==> src/inc/rsi_pkg.sv <==
// What this block does
// RULE1 - one of three restart modes active
// RULE2 - no interlock: restart once field clears
// RULE3 - delay 2..60 s of clear field
// RULE4 - interlock: off on entry, stay off
// RULE5 - interlock: only reset switch restarts
// RULE6 - reset with clear field: outputs on, green
// RULE7 - interlock on outputs, not raw field status
// RULE8 - machine restarts only after scanner reset
// RULE9 - five pins: two inputs, three outputs
// RULE10 - output is OR of selected sources
// RULE11 - linked: partner field sources selectable too
// RULE12 - input C takes pins 1 and 5
// RULE13 - compatibility mode: fixed pin roles
// RULE14 - diagnostic output: off, contam, error, both
// RULE15 - field set count depends on variant
// RULE16 - contactor check before restart, fault locks (in interlock mode the fault only holds outputs off)
// RULE17 - reset while field occupied is ignored
// RULE18 - reset required while held off, field clear
//
// package with register map, field positions and types for the restart block
// assumes a 20 MHz system clock and a 32-bit classic wishbone master
package rsi_pkg;
  localparam int unsigned CLOCK_HZ = 20_000_000;
  localparam int unsigned TICK_S = 1;
  localparam int unsigned TICK_CYCLES = CLOCK_HZ * TICK_S;
  localparam logic [5:0] DELAY_MIN_S = 6'H02;
  localparam logic [5:0] DELAY_MAX_S = 6'H3C;
  localparam int unsigned FIELD_SETS_DEF = 16;
  // register byte addresses
  localparam logic [7:0] ADDR_CTRL = 8'H00;
  localparam logic [7:0] ADDR_DELAY = 8'H04;
  localparam logic [7:0] ADDR_SEL3 = 8'H08;
  localparam logic [7:0] ADDR_SEL4 = 8'H0C;
  localparam logic [7:0] ADDR_SEL5 = 8'H10;
  localparam logic [7:0] ADDR_STATUS = 8'H14;
  localparam logic [7:0] ADDR_FIELD = 8'H18;
  // control register fields
  localparam int unsigned CTRL_MODE_LSB = 0;
  localparam int unsigned CTRL_EDM = 2;
  localparam int unsigned CTRL_P2_RESET = 3;
  localparam int unsigned CTRL_IN_C = 4;
  localparam int unsigned CTRL_COMPAT = 5;
  localparam int unsigned CTRL_LINKED = 6;
  localparam int unsigned CTRL_DUAL = 7;
  localparam int unsigned CTRL_DIAG_LSB = 8;
  localparam logic [9:0] CTRL_RST = 10'H002;
  localparam logic [10:0] SEL_RST = 11'H000;
  // output source indices
  localparam int unsigned NUM_SRC = 11;
  localparam int unsigned SRC_ERROR = 0;
  localparam int unsigned SRC_CONTAM_ERR = 1;
  localparam int unsigned SRC_CONTAM_WARN = 2;
  localparam int unsigned SRC_WARN1 = 3;
  localparam int unsigned SRC_WARN2 = 4;
  localparam int unsigned SRC_RESET_REQ = 5;
  localparam int unsigned SRC_P_PF = 6;
  localparam int unsigned SRC_P_W1 = 7;
  localparam int unsigned SRC_P_W2 = 8;
  localparam int unsigned SRC_P_SIM_PF = 9;
  localparam int unsigned SRC_P_SIM_WF = 10;
  typedef enum logic [1:0] {RSI_MODE_NONE, RSI_MODE_DELAY, RSI_MODE_INTERLOCK, RSI_MODE_SPARE}
    rsi_mode_t;
  typedef enum logic [1:0] {RSI_DIAG_OFF, RSI_DIAG_CONTAM, RSI_DIAG_ERROR, RSI_DIAG_BOTH}
    rsi_diag_t;
endpackage

==> src/inc/rsi_src_if.sv <==
// interface carrying output sources and pin configuration to the pin mapper
// assumes both ends sit on the same clock
`timescale 1ns/100ps
`default_nettype none
interface rsi_src_if;
  import rsi_pkg::*;
  logic [NUM_SRC-1:0] src;
  logic [NUM_SRC-1:0] sel3;
  logic [NUM_SRC-1:0] sel4;
  logic [NUM_SRC-1:0] sel5;
  logic compat;
  logic linked;
  logic dual;
  logic in_c;
  rsi_diag_t diag;
  modport ctrl (output src, sel3, sel4, sel5, compat, linked, dual, in_c, diag);
  modport map (input src, sel3, sel4, sel5, compat, linked, dual, in_c, diag);
endinterface
`default_nettype wire

==> src/rtl/rsi_pin_map.sv <==
// general pin output mapper: selects and ORs status sources onto pins 3..5
// assumes sources come from logic on the same clock
`timescale 1ns/100ps
`default_nettype none
module rsi_pin_map
  import rsi_pkg::*;
(
  input wire logic i_clock,
  input wire logic i_rst_b,
  rsi_src_if.map src_if,
  output logic o_general_pin_3,
  output logic o_general_pin_4,
  output logic o_general_pin_5
);
  typedef struct packed {
    logic p3;
    logic p4;
    logic p5;
  } rsi_map_regs_t;
  rsi_map_regs_t r_q, r_d;
  logic [NUM_SRC-1:0] avail;
  logic diag;

  // partner sources only when linked, simultaneous ones only in dual-field mode
  always_comb
  begin
    avail = src_if.src;
    if (!src_if.linked)
    begin
      avail[SRC_P_W2:SRC_P_PF] = 3'H0; // [RULE11]
    end
    if (!(src_if.linked && src_if.dual))
    begin
      avail[SRC_P_SIM_WF:SRC_P_SIM_PF] = 2'H0; // [RULE11]
    end
    unique case (src_if.diag) // [RULE14]
      RSI_DIAG_OFF: diag = 1'b0;
      RSI_DIAG_CONTAM: diag = src_if.src[SRC_CONTAM_ERR] | src_if.src[SRC_CONTAM_WARN];
      RSI_DIAG_ERROR: diag = src_if.src[SRC_ERROR];
      RSI_DIAG_BOTH: diag = src_if.src[SRC_ERROR] | src_if.src[SRC_CONTAM_ERR]
        | src_if.src[SRC_CONTAM_WARN];
    endcase
  end

  // compatibility roles are fixed; otherwise each pin ORs its selection
  always_comb
  begin
    r_d = r_q;
    if (src_if.compat)
    begin
      r_d.p3 = diag; // [RULE13]
      r_d.p4 = src_if.src[SRC_WARN1]; // [RULE13]
      r_d.p5 = src_if.src[SRC_RESET_REQ]; // [RULE13]
    end
    else
    begin
      r_d.p3 = |(avail & src_if.sel3); // [RULE10]
      r_d.p4 = |(avail & src_if.sel4); // [RULE10]
      r_d.p5 = |(avail & src_if.sel5); // [RULE10]
    end
    if (src_if.in_c)
    begin
      r_d.p5 = 1'b0; // pin 5 belongs to input C [RULE12]
    end
  end

  always_ff @(posedge i_clock)
  begin
    if (!i_rst_b)
    begin
      r_q <= '0;
    end
    else
    begin
      r_q <= r_d;
    end
  end

  assign o_general_pin_3 = r_q.p3;
  assign o_general_pin_4 = r_q.p4;
  assign o_general_pin_5 = r_q.p5;
endmodule
`default_nettype wire

==> src/rtl/rsi_restart_top.sv <==
// restart interlock, restart delay and contactor check for the safety outputs
// assumes field and status inputs come from scanner logic on i_clock,
// pins 1 and 2 are asynchronous and registers sit on a classic wishbone bus
//
// Chosen here: the Wishbone slave port and the placing of the registers.
`timescale 1ns/100ps
`default_nettype none
module rsi_restart_top
  import rsi_pkg::*;
#(
  parameter int unsigned P_TICK_CYCLES = rsi_pkg::TICK_CYCLES,
  parameter int unsigned P_FIELD_SETS = rsi_pkg::FIELD_SETS_DEF
)
(
  input wire logic i_clock,
  input wire logic i_rst_b,
  input wire logic i_wb_cyc,
  input wire logic i_wb_stb,
  input wire logic i_wb_we,
  input wire logic [7:0] i_wb_adr,
  input wire logic [3:0] i_wb_sel,
  input wire logic [31:0] i_wb_dat,
  output logic [31:0] o_wb_dat,
  output logic o_wb_ack,
  input wire logic i_field_clear,
  input wire logic i_warn1,
  input wire logic i_warn2,
  input wire logic i_error,
  input wire logic i_contam_err,
  input wire logic i_contam_warn,
  input wire logic i_partner_pf,
  input wire logic i_partner_w1,
  input wire logic i_partner_w2,
  input wire logic i_partner_sim_pf,
  input wire logic i_partner_sim_wf,
  input wire logic i_general_pin_1,
  input wire logic i_general_pin_2,
  output logic o_general_pin_3,
  output logic o_general_pin_4,
  output logic o_general_pin_5,
  output logic o_safety_switching_output,
  output logic o_led_green,
  output logic o_reset_required,
  output logic [3:0] o_field_set
);
  typedef enum logic [2:0] {ST_ON, ST_OFF, ST_WAIT, ST_HOLD, ST_LOCK} rsi_state_t;
  typedef struct packed {
    rsi_state_t st;
    logic [9:0] ctrl;
    logic [5:0] delay;
    logic [10:0] sel3;
    logic [10:0] sel4;
    logic [10:0] sel5;
    logic [3:0] fset;
    logic [1:0] p1_s;
    logic [1:0] p2_s;
    logic p1_prev;
    logic p2_prev;
    logic [31:0] div;
    logic [5:0] secs;
    logic edm_fault;
    logic ack;
    logic [31:0] dat;
  } rsi_regs_t;

  rsi_regs_t r_q, r_d;
  rsi_mode_t mode;
  logic mode_hold;
  logic rst_pulse;
  logic fb_ok;
  logic tick;
  logic wr_ack;
  logic [31:0] wv;
  logic [31:0] rd;
  rsi_src_if src_if ();

  // byte-lane merge of a write into an old register value
  function automatic logic [31:0] wb_merge(input logic [31:0] old, input logic [31:0] wr,
    input logic [3:0] be);
    logic [31:0] m;
    m = old;
    for (int i = 0; i < 4; i++)
    begin
      if (be[i])
      begin
        m[i*8 +: 8] = wr[i*8 +: 8];
      end
    end
    return m;
  endfunction

  // clamp a delay figure into the permitted span of seconds
  function automatic logic [5:0] clamp_delay(input logic [5:0] v);
    if (v < DELAY_MIN_S)
    begin
      return DELAY_MIN_S;
    end
    if (v > DELAY_MAX_S)
    begin
      return DELAY_MAX_S;
    end
    return v;
  endfunction

  // mode decode: the spare code acts as interlock, the safest reading
  assign mode = rsi_mode_t'(r_q.ctrl[CTRL_MODE_LSB +: 2]); // [RULE1]
  assign mode_hold = (mode == RSI_MODE_INTERLOCK) || (mode == RSI_MODE_SPARE); // [RULE1]

  // reset switch: pin 1 unless input C owns it, pin 2 when set as reset and not feedback
  assign rst_pulse = (r_q.p1_s[1] && !r_q.p1_prev && !r_q.ctrl[CTRL_IN_C]) // [RULE9] [RULE12]
    || (r_q.p2_s[1] && !r_q.p2_prev && r_q.ctrl[CTRL_P2_RESET] && !r_q.ctrl[CTRL_EDM]);
  // feedback high means both contactors have dropped out
  assign fb_ok = !r_q.ctrl[CTRL_EDM] || r_q.p2_s[1]; // [RULE16]
  assign tick = (r_q.div == 32'(P_TICK_CYCLES - 1));
  assign wr_ack = i_wb_cyc && i_wb_stb && i_wb_we && r_q.ack;

  // read mux; unmapped addresses read zero
  always_comb
  begin
    unique case (i_wb_adr)
      ADDR_CTRL: rd = {22'H000000, r_q.ctrl};
      ADDR_DELAY: rd = {26'H0000000, r_q.delay};
      ADDR_SEL3: rd = {21'H000000, r_q.sel3};
      ADDR_SEL4: rd = {21'H000000, r_q.sel4};
      ADDR_SEL5: rd = {21'H000000, r_q.sel5};
      // raw field status beside the output status, which carries the interlock
      ADDR_STATUS: rd = {25'H0000000, r_q.p2_s[1], r_q.p1_s[1], (r_q.st == ST_LOCK),
        r_q.edm_fault, (r_q.st == ST_HOLD), i_field_clear, (r_q.st == ST_ON)}; // [RULE7]
      ADDR_FIELD: rd = {28'H0000000, r_q.fset};
      default: rd = 32'H00000000;
    endcase
  end

  // register file, synchronisers and the restart state machine
  always_comb
  begin
    wv = 32'H00000000;
    r_d = r_q;
    r_d.ack = i_wb_cyc && i_wb_stb && !r_q.ack;
    if (i_wb_cyc && i_wb_stb && !r_q.ack)
    begin
      r_d.dat = rd;
    end
    if (wr_ack)
    begin
      unique case (i_wb_adr)
        ADDR_CTRL:
        begin
          wv = wb_merge({22'H000000, r_q.ctrl}, i_wb_dat, i_wb_sel);
          r_d.ctrl = wv[9:0];
        end
        ADDR_DELAY:
        begin
          wv = wb_merge({26'H0000000, r_q.delay}, i_wb_dat, i_wb_sel);
          r_d.delay = clamp_delay(wv[5:0]); // [RULE3]
        end
        ADDR_SEL3:
        begin
          wv = wb_merge({21'H000000, r_q.sel3}, i_wb_dat, i_wb_sel);
          r_d.sel3 = wv[10:0];
        end
        ADDR_SEL4:
        begin
          wv = wb_merge({21'H000000, r_q.sel4}, i_wb_dat, i_wb_sel);
          r_d.sel4 = wv[10:0];
        end
        ADDR_SEL5:
        begin
          wv = wb_merge({21'H000000, r_q.sel5}, i_wb_dat, i_wb_sel);
          r_d.sel5 = wv[10:0];
        end
        ADDR_FIELD:
        begin
          wv = wb_merge({28'H0000000, r_q.fset}, i_wb_dat, i_wb_sel);
          if (wv < P_FIELD_SETS) // sets beyond this variant are refused [RULE15]
          begin
            r_d.fset = wv[3:0];
          end
        end
        default:
        begin
          wv = 32'H00000000;
        end
      endcase
    end
    // two-stage synchronisers; only stage one feeds stage two
    r_d.p1_s = {r_q.p1_s[0], i_general_pin_1}; // [RULE9]
    r_d.p2_s = {r_q.p2_s[0], i_general_pin_2}; // [RULE9]
    r_d.p1_prev = r_q.p1_s[1];
    r_d.p2_prev = r_q.p2_s[1];
    // second divider runs only while a delay is being timed
    r_d.div = (r_q.st == ST_WAIT && !tick) ? r_q.div + 32'H00000001 : 32'H00000000;
    unique case (r_q.st)
      ST_ON:
      begin
        if (!i_field_clear)
        begin
          r_d.st = ST_OFF; // [RULE4]
        end
      end
      ST_OFF:
      begin
        // a reset switch press here is ignored by construction [RULE17]
        if (i_field_clear)
        begin
          if (mode_hold)
          begin
            r_d.st = ST_HOLD; // [RULE4]
          end
          else if (mode == RSI_MODE_DELAY)
          begin
            r_d.st = ST_WAIT;
            r_d.secs = r_q.delay; // [RULE3]
          end
          else if (fb_ok)
          begin
            r_d.st = ST_ON; // immediate restart [RULE2]
          end
          else
          begin
            r_d.st = ST_LOCK; // [RULE16]
            r_d.edm_fault = 1'b1;
          end
        end
      end
      ST_WAIT:
      begin
        if (!i_field_clear)
        begin
          r_d.st = ST_OFF; // occupation restarts the full delay [RULE3]
        end
        else if (tick)
        begin
          r_d.secs = r_q.secs - 6'H01;
          if (r_q.secs == 6'H01)
          begin
            r_d.st = fb_ok ? ST_ON : ST_LOCK; // [RULE3] [RULE16]
            r_d.edm_fault = !fb_ok;
          end
        end
      end
      ST_HOLD:
      begin
        if (!i_field_clear)
        begin
          r_d.st = ST_OFF;
        end
        else if (rst_pulse)
        begin
          // in interlock mode a contactor fault only keeps outputs off
          r_d.st = fb_ok ? ST_ON : ST_HOLD; // [RULE5] [RULE6] [RULE16]
          r_d.edm_fault = !fb_ok;
        end
      end
      ST_LOCK:
      begin
        r_d.st = ST_LOCK; // lock-out ends only with a device reset [RULE16]
      end
      default:
      begin
        r_d.st = ST_LOCK;
      end
    endcase
  end

  always_ff @(posedge i_clock)
  begin
    if (!i_rst_b)
    begin
      r_q <= '0;
      r_q.st <= ST_OFF;
      r_q.ctrl <= CTRL_RST;
      r_q.delay <= DELAY_MIN_S;
      r_q.sel3 <= SEL_RST;
      r_q.sel4 <= SEL_RST;
      r_q.sel5 <= SEL_RST;
    end
    else
    begin
      r_q <= r_d;
    end
  end

  // outputs decoded from state flip-flops
  assign o_safety_switching_output = (r_q.st == ST_ON); // [RULE7]
  assign o_led_green = (r_q.st == ST_ON); // [RULE6]
  assign o_reset_required = (r_q.st == ST_HOLD); // [RULE18]
  assign o_field_set = r_q.fset;
  assign o_wb_ack = r_q.ack;
  assign o_wb_dat = r_q.dat;

  // sources and configuration for the pin mapper
  assign src_if.src = {i_partner_sim_wf, i_partner_sim_pf, i_partner_w2, i_partner_w1,
    i_partner_pf, (r_q.st == ST_HOLD), i_warn2, i_warn1, i_contam_warn, i_contam_err,
    i_error}; // [RULE10] [RULE11]
  assign src_if.sel3 = r_q.sel3;
  assign src_if.sel4 = r_q.sel4;
  assign src_if.sel5 = r_q.sel5;
  assign src_if.compat = r_q.ctrl[CTRL_COMPAT];
  assign src_if.linked = r_q.ctrl[CTRL_LINKED];
  assign src_if.dual = r_q.ctrl[CTRL_DUAL];
  assign src_if.in_c = r_q.ctrl[CTRL_IN_C];
  assign src_if.diag = rsi_diag_t'(r_q.ctrl[CTRL_DIAG_LSB +: 2]);

  rsi_pin_map u_pin_map (
    .i_clock(i_clock),
    .i_rst_b(i_rst_b),
    .src_if(src_if),
    .o_general_pin_3(o_general_pin_3),
    .o_general_pin_4(o_general_pin_4),
    .o_general_pin_5(o_general_pin_5)
  );
endmodule
`default_nettype wire

==> config.mk <==
export PLATFORM = sky130hd
export DESIGN_NAME = rsi_restart_top
export DESIGN_NICKNAME = d
export VERILOG_FILES = /design/src/inc/rsi_pkg.sv /design/src/inc/rsi_src_if.sv /design/src/rtl/rsi_pin_map.sv /design/src/rtl/rsi_restart_top.sv
export SDC_FILE = /design/constraint.sdc
export NUM_CORES = 1
export LEC_CHECK = 0
export ABC_AREA = 1
export ABC_CLOCK_PERIOD_IN_PS = 1700
export BUFFER_PORTS_ARGS = -buffer_cell sky130_fd_sc_hd__buf_2
export CAP_MARGIN = 20
export CORE_UTILIZATION = 40
export CTS_CLUSTER_DIAMETER = 150
export DETAILED_ROUTE_END_ITERATION = 16
export PLACE_DENSITY = 0.71
export SETUP_SLACK_MARGIN = 0.02
export SYNTH_ARGS = -nofsm -noshare
export SYNTH_HDL_FRONTEND = slang
export SYNTH_SLANG_ARGS = --single-unit
==> constraint.sdc <==
create_clock -name i_clock -period 1.7 [get_ports i_clock]
set_input_delay 0.085 -clock i_clock [delete_from_list [all_inputs] [get_ports i_clock]]
set_output_delay 0.085 -clock i_clock [all_outputs]
set_load 0.02 [all_outputs]
Word level (Yosys, flattened, before mapping)
Index checks and enable logic that the tools add are counted.
{"block": "word_totals", "regBits": 137, "input_bits": 62, "out_inout_bits": 43, "elab_cells": 166}
{"block": "op_classes", "n_addsub": 2, "magnitude_cmp": 3, "n_eq_ne": 32, "n_mux": 55, "bitwise": 7, "reduce_logical": 44}
{"op": "$mux 8", "n": 12}
{"op": "$pmux 11 s7", "n": 1}
{"op": "$mux 6", "n": 8}
{"op": "$mux 3", "n": 12}
{"op": "$and 11x11->11", "n": 3}
{"op": "$reduce_or 11->1", "n": 3}
{"op": "$add 32x1->32 const B", "n": 1}
{"op": "$eq 32x25->1 const B", "n": 1}
{"op": "$lt 32x5->1 const B", "n": 1}
{"op": "$mux 7", "n": 4}
{"op": "$reduce_and 3->1", "n": 9}
{"op": "$eq 8x5->1 const B", "n": 3}
{"op": "$ne 2x2->1 const B", "n": 9}
{"op": "$eq 8x4->1 const B", "n": 2}
{"op": "$mux 1", "n": 12}
{"op": "$pmux 3 s4", "n": 1}
{"op": "$pmux 6 s2", "n": 1}
{"op": "$logic_and 1x1->1", "n": 11}
{"op": "$reduce_and 10->1", "n": 1}
{"op": "$eq 2x2->1 const B", "n": 4}
{"op": "$eq 8x3->1 const B", "n": 1}
{"op": "$logic_not 8->1", "n": 1}
{"op": "$logic_not 1->1", "n": 7}
{"op": "$eq 3x2->1 const B", "n": 2}
{"op": "24 further kinds", "n": 33}

Depth between registers and ports, before layout
{"block": "logic_depth", "word_depth": 13, "mapped_depth": 12, "depth_no_buf": 12}

By module
From an unflattened synthesis, not the netlist that was laid out.
{"block": "hier_totals", "cells_unflattened": 981, "area_unflattened_um2": 6517.5}
{"module": "rsi_restart_top", "n_inst": 1, "cells_per_inst": 903, "area_per_inst_um2": 6118.4, "seq_area_each_um2": 2262.2}
{"module": "rsi_pin_map", "n_inst": 1, "cells_per_inst": 78, "area_per_inst_um2": 399.1, "seq_area_each_um2": 60.1}

Worst setup path after synthesis
Ideal clock, no wire load.
{"block": "synth_timing", "path_kind": "register to register", "from": "register r_q[133] (netlist name)", "to": "register r_q[131] (netlist name)", "setup_ns": 0.123, "arrival_ns": 1.464, "required_time_ns": 1.577, "path_slack_ns": 0.112, "stages_incl_launch_ff": 11, "path_buffers": 0, "period_less_slack_ns": 1.588, "path_cell_list": "dfxtp_1 -> inv_1 -> nand2_2 -> nor2_1 -> nand3_1 -> nand2_1 -> nor2_1 -> nand2_1 -> nand2_1 -> nand3_1 -> nand3_1"}
{"block": "synth_via", "elab_chain_cells": 3, "word_cells_on_any_way": 11, "cone_classes": "eq/ne (8); mux (1); reduce/logical (2)"}
{"element": "start: declaration", "line_no": "rsi_restart_top.sv:66", "rtl": "rsi_regs_t r_q, r_d;"}
{"element": "start signal: assignment", "line_no": "rsi_restart_top.sv:280", "rtl": "r_q <= r_d;"}
{"element": "$eq 3x2->1 *"}
{"element": "via o_reset_required", "line_no": "rsi_restart_top.sv:43", "rtl": "output logic o_reset_required,"}
{"element": "$ne 3x2->1 (no source line)"}
{"element": "$reduce_and 5->1 (no source line)"}
Mark *: on every way through the listed nets, which the timed path passes. The rest lies on a longest branch.
A chain may end at the register's enable or synchronous reset.

Final worst setup path
{"block": "layout_timing", "from": "register r_q[48] (netlist name)", "to": "register r_q[66] (netlist name)"}
{"block": "layout_via", "elab_chain_cells": 4, "word_cells_on_any_way": 5, "cone_classes": "add/sub (1); eq/ne (1); reduce/logical (3)"}
{"element": "parallel branches: the longest is 4 deep, another holds $add 32x1->32"}
Parallel ways; which one is timed is not known.

==> metrics.md <==
| Metric | Value |
|---|---|
| CTS tree | yes |
| Place WS | 0.05570 ns |
| Hold crit path type | input port to flip-flop |
| DR WL/cell | 14.38 um |
| Later-pin clock latency in the skew report | 0.43 ns |
| Vias in the first global route | 6021 |
| Setup TNS | 0 ns |
| Status | completed |
| Deepest clock path buffer count | 2 |
| Fin. Hold Viols | 0 |
| CTS Root Cell | clkbuf_16 |
| Post-synth top cells | nand2_1, nor2_1, dfxtp_1 |
| Total number of vias | 6572 |
| Asr flop ratio synth | 0% |
| Cells after Synth | 954 |
| RSZ-0062 raised after global routing | yes |
| I/O Pins | 105 |
| Ranking of synthesized cells by area | dfxtp_1, nand2_1, o21ai_0 |
| Finished Cell Area | 7888 um2 |
| Crit. End Element | flip-flop |
| Slew margin rel. | 61.27% |
| Synth Area per Inst | 6.682 um2 |
| Remaining antenna violation count after routing | 0 |
| Post-DP HPWL | 13770 um |
| Area Growth Syn to Fin | 23.73% |
| Tcrit/Tclk final | 94.42% |
| Seq/Total Area, Yosys | 36.43% |
| CP required | 2.06 ns |
| Vias/cell | 5.091 |
| Gr usage total | 23.41% |
| Initial core utilization | 41.47% |
| Placed Area | 7019 um2 |
| Reg clk slew, reported paths | 0.06 ns |
| Number of synthesized flops with an enable pin | 0 |
| Primary FF master, synth | dfxtp_1 |
| Antenna violations before repair | 0 |
| Final worst path period need | 1.605 ns |
| Final WS setup | 0.09486 ns |
| Nets | 1132 |
| Row cnt | 45 |
| PD cells | 959.9 nW/um2 |
| Top cell type's share of synthesized area | 36.43% |
| Yosys Warn Count | 0 |
| Antenna cells | 0 |
| H-tree level count | 4 |
| Share of cells above drive strength 1 | 21.02% |
| Pwr Total | 7.571 mW |
| Final setup skew | 0.009678 ns |
| Leakage | 3.304 nW |
| Post-Syn Area | 6375 um2 |
| Critical path startpoint category | flip-flop |
| Post-layout util | 51.31% |
| Filler cell count | 1511 |
| DIE WIDTH | 128.2 um |
| Routability congestion estimate | 0.9998 |
| Drt pass-1 iters | 5 |
| I/O Buffers | 83 |
| Yosys top cell by area | dfxtp_1 |
| Arrival @ worst endpoint | 1.96 ns |
| Detailed router's first-iteration violation count | 602 |
| Max frequency | 623.0 MHz |
| Netlist cell types | 44 |
| Global-route wire length before repair | 29700 um |
| Drt total wl | 18570 um |
| Yosys reg bits | 116 |
| Worst-margin pin slew | 0.5803 ns |
| Die Span Y | 128.2 um |
| Kind of critical path | flip-flop to flip-flop |
| Core area | 15370 um2 |
| Final Max Tran Viols | 0 |
| IR drop worst, VDD | 0.7276 mV |
| Total gr overflow | 0 |
| CTS Sinks | 116 |
| Setup violations, final | 0 |
| Die footprint | 16450 um2 |
| Count leader, synth | nand2_1 |
| Largest net degree at the start of global routing | 56 |
| CTS Buf Count | 17 |
| Worst-path maximum fanout | 3 |
| DRC | 0 |
| Max-cap viol count | 0 |
[power breakdown]
group / leakage (nW) / total, mW / internal (mW) / switching (mW)
registers: 0.938 / 2.80 / 2.76 / 0.0338
clock network: 0.304 / 3.84 / 2.46 / 1.38
logic: 2.06 / 0.932 / 0.322 / 0.610
[cell families (layout without fill, tap and decap cells)]
group | count (synthesis) | in the layout | synth area share (%)
other cells | 1 | 21 | 0.05882
xor+xnor | 10 | 10 | 1.374
compound gates | 192 | 192 | 15.49
simple gates | 465 | 465 | 33.56
buf+inv | 167 | 273 | 12.50
fa+ha+maj | 3 | 3 | 0.5889
flops | 116 | 116 | 36.43
[flip-flops by register name, summed over array words and instances (netlist names)]
| name | cells |
|---|---|
| u_pin_map.o_general_pin_5 | 1 |
| mode | 2 |
| u_pin_map.o_general_pin_3 | 1 |
| src_if.sel3 | 11 |
| o_wb_ack | 1 |
| o_wb_dat | 11 |
| r_d | 4 |
| src_if.sel5 | 11 |
| r_q | 58 |
| o_field_set | 4 |
| u_pin_map.o_general_pin_4 | 1 |
| src_if.sel4 | 11 |
[routing by layer]
layer / part of all wire [%] / routed length, um / global-route usage (%) / vias to the layer above
li1: - / - / - / 3281
met1: 45 / 8421 / 31.96 / 2961
met2: 44 / 8150 / 35.64 / 291
met3: 8.8 / 1635 / 6.010 / 39
met4: 1.9 / 358 / 7.958 / 0
met5: 0 / 0 / 0 / -
[critical path, stage by stage (launching register included)]
cell and delay [ns]:
dfxtp_1 0.39, nand2_1 0.12, nor2_1 0.15, nand4_1 0.13, nor2_1 0.21, nand4_1 0.18
or2_0 0.24, a21oi_1 0.11
[final cells by class]
cell class / count / area (um2) / area share, %
Sequential cell: 116 / 2328 / 29.52
Tap cell: 211 / 264.0 / 3.347
Inverter: 109 / 416.7 / 5.282
Timing Repair Buffer: 132 / 839.6 / 10.64
Clock inverter: 15 / 206.4 / 2.617
Multi-Input combinational cell: 691 / 3407 / 43.19
Clock buffer: 17 / 425.4 / 5.393
[what timing repair did]
| item | CTS | global route |
|---|---|---|
| pin swaps | 0 | 9 |
| buffers inserted | 0 | 5 |
| hold buffers | 11 | 0 |
| resized for setup | 2 | 33 |
| endpoints found under the setup margin | 2 | 34 |
| hold endpoints to repair | 17 | 0 |
[through the flow]
stage	instances	hold WS (ns)
after floorplan	974	0.1826
after global placement	1243	0.2761
after detailed placement	1243	0.2721
after CTS	1286	0.003289
after global routing	1291	0.02280
final	1291	0.02225
[worst paths after layout]
kind	slack [ns]	startpoint	endpoint	cells past startpoint
setup / recovery	0.09	r_q[48]	r_q[66]	7
hold / removal	0.02	i_wb_dat[1]	src_if.sel3[1]	3
setup reg to reg	0.09	r_q[48]	r_q[66]	7
hold reg to reg	0.41	r_d[77]	r_d[73]	2
[cells in the final DEF (no fill, tap or decap), drive strengths merged, types with 17 or more instances in the layout]
cell / netlist / layout
buf: 48 / 121
conb: 1 / 21
nor2: 141 / 141
nand4: 17 / 17
nand2: 210 / 210
nor3: 29 / 29
dfxtp: 116 / 116
inv: 108 / 110
a21oi: 73 / 73
nand3: 52 / 52
clkbuf: 10 / 17
o21ai: 110 / 110
Power figures use the tool's default switching activity.
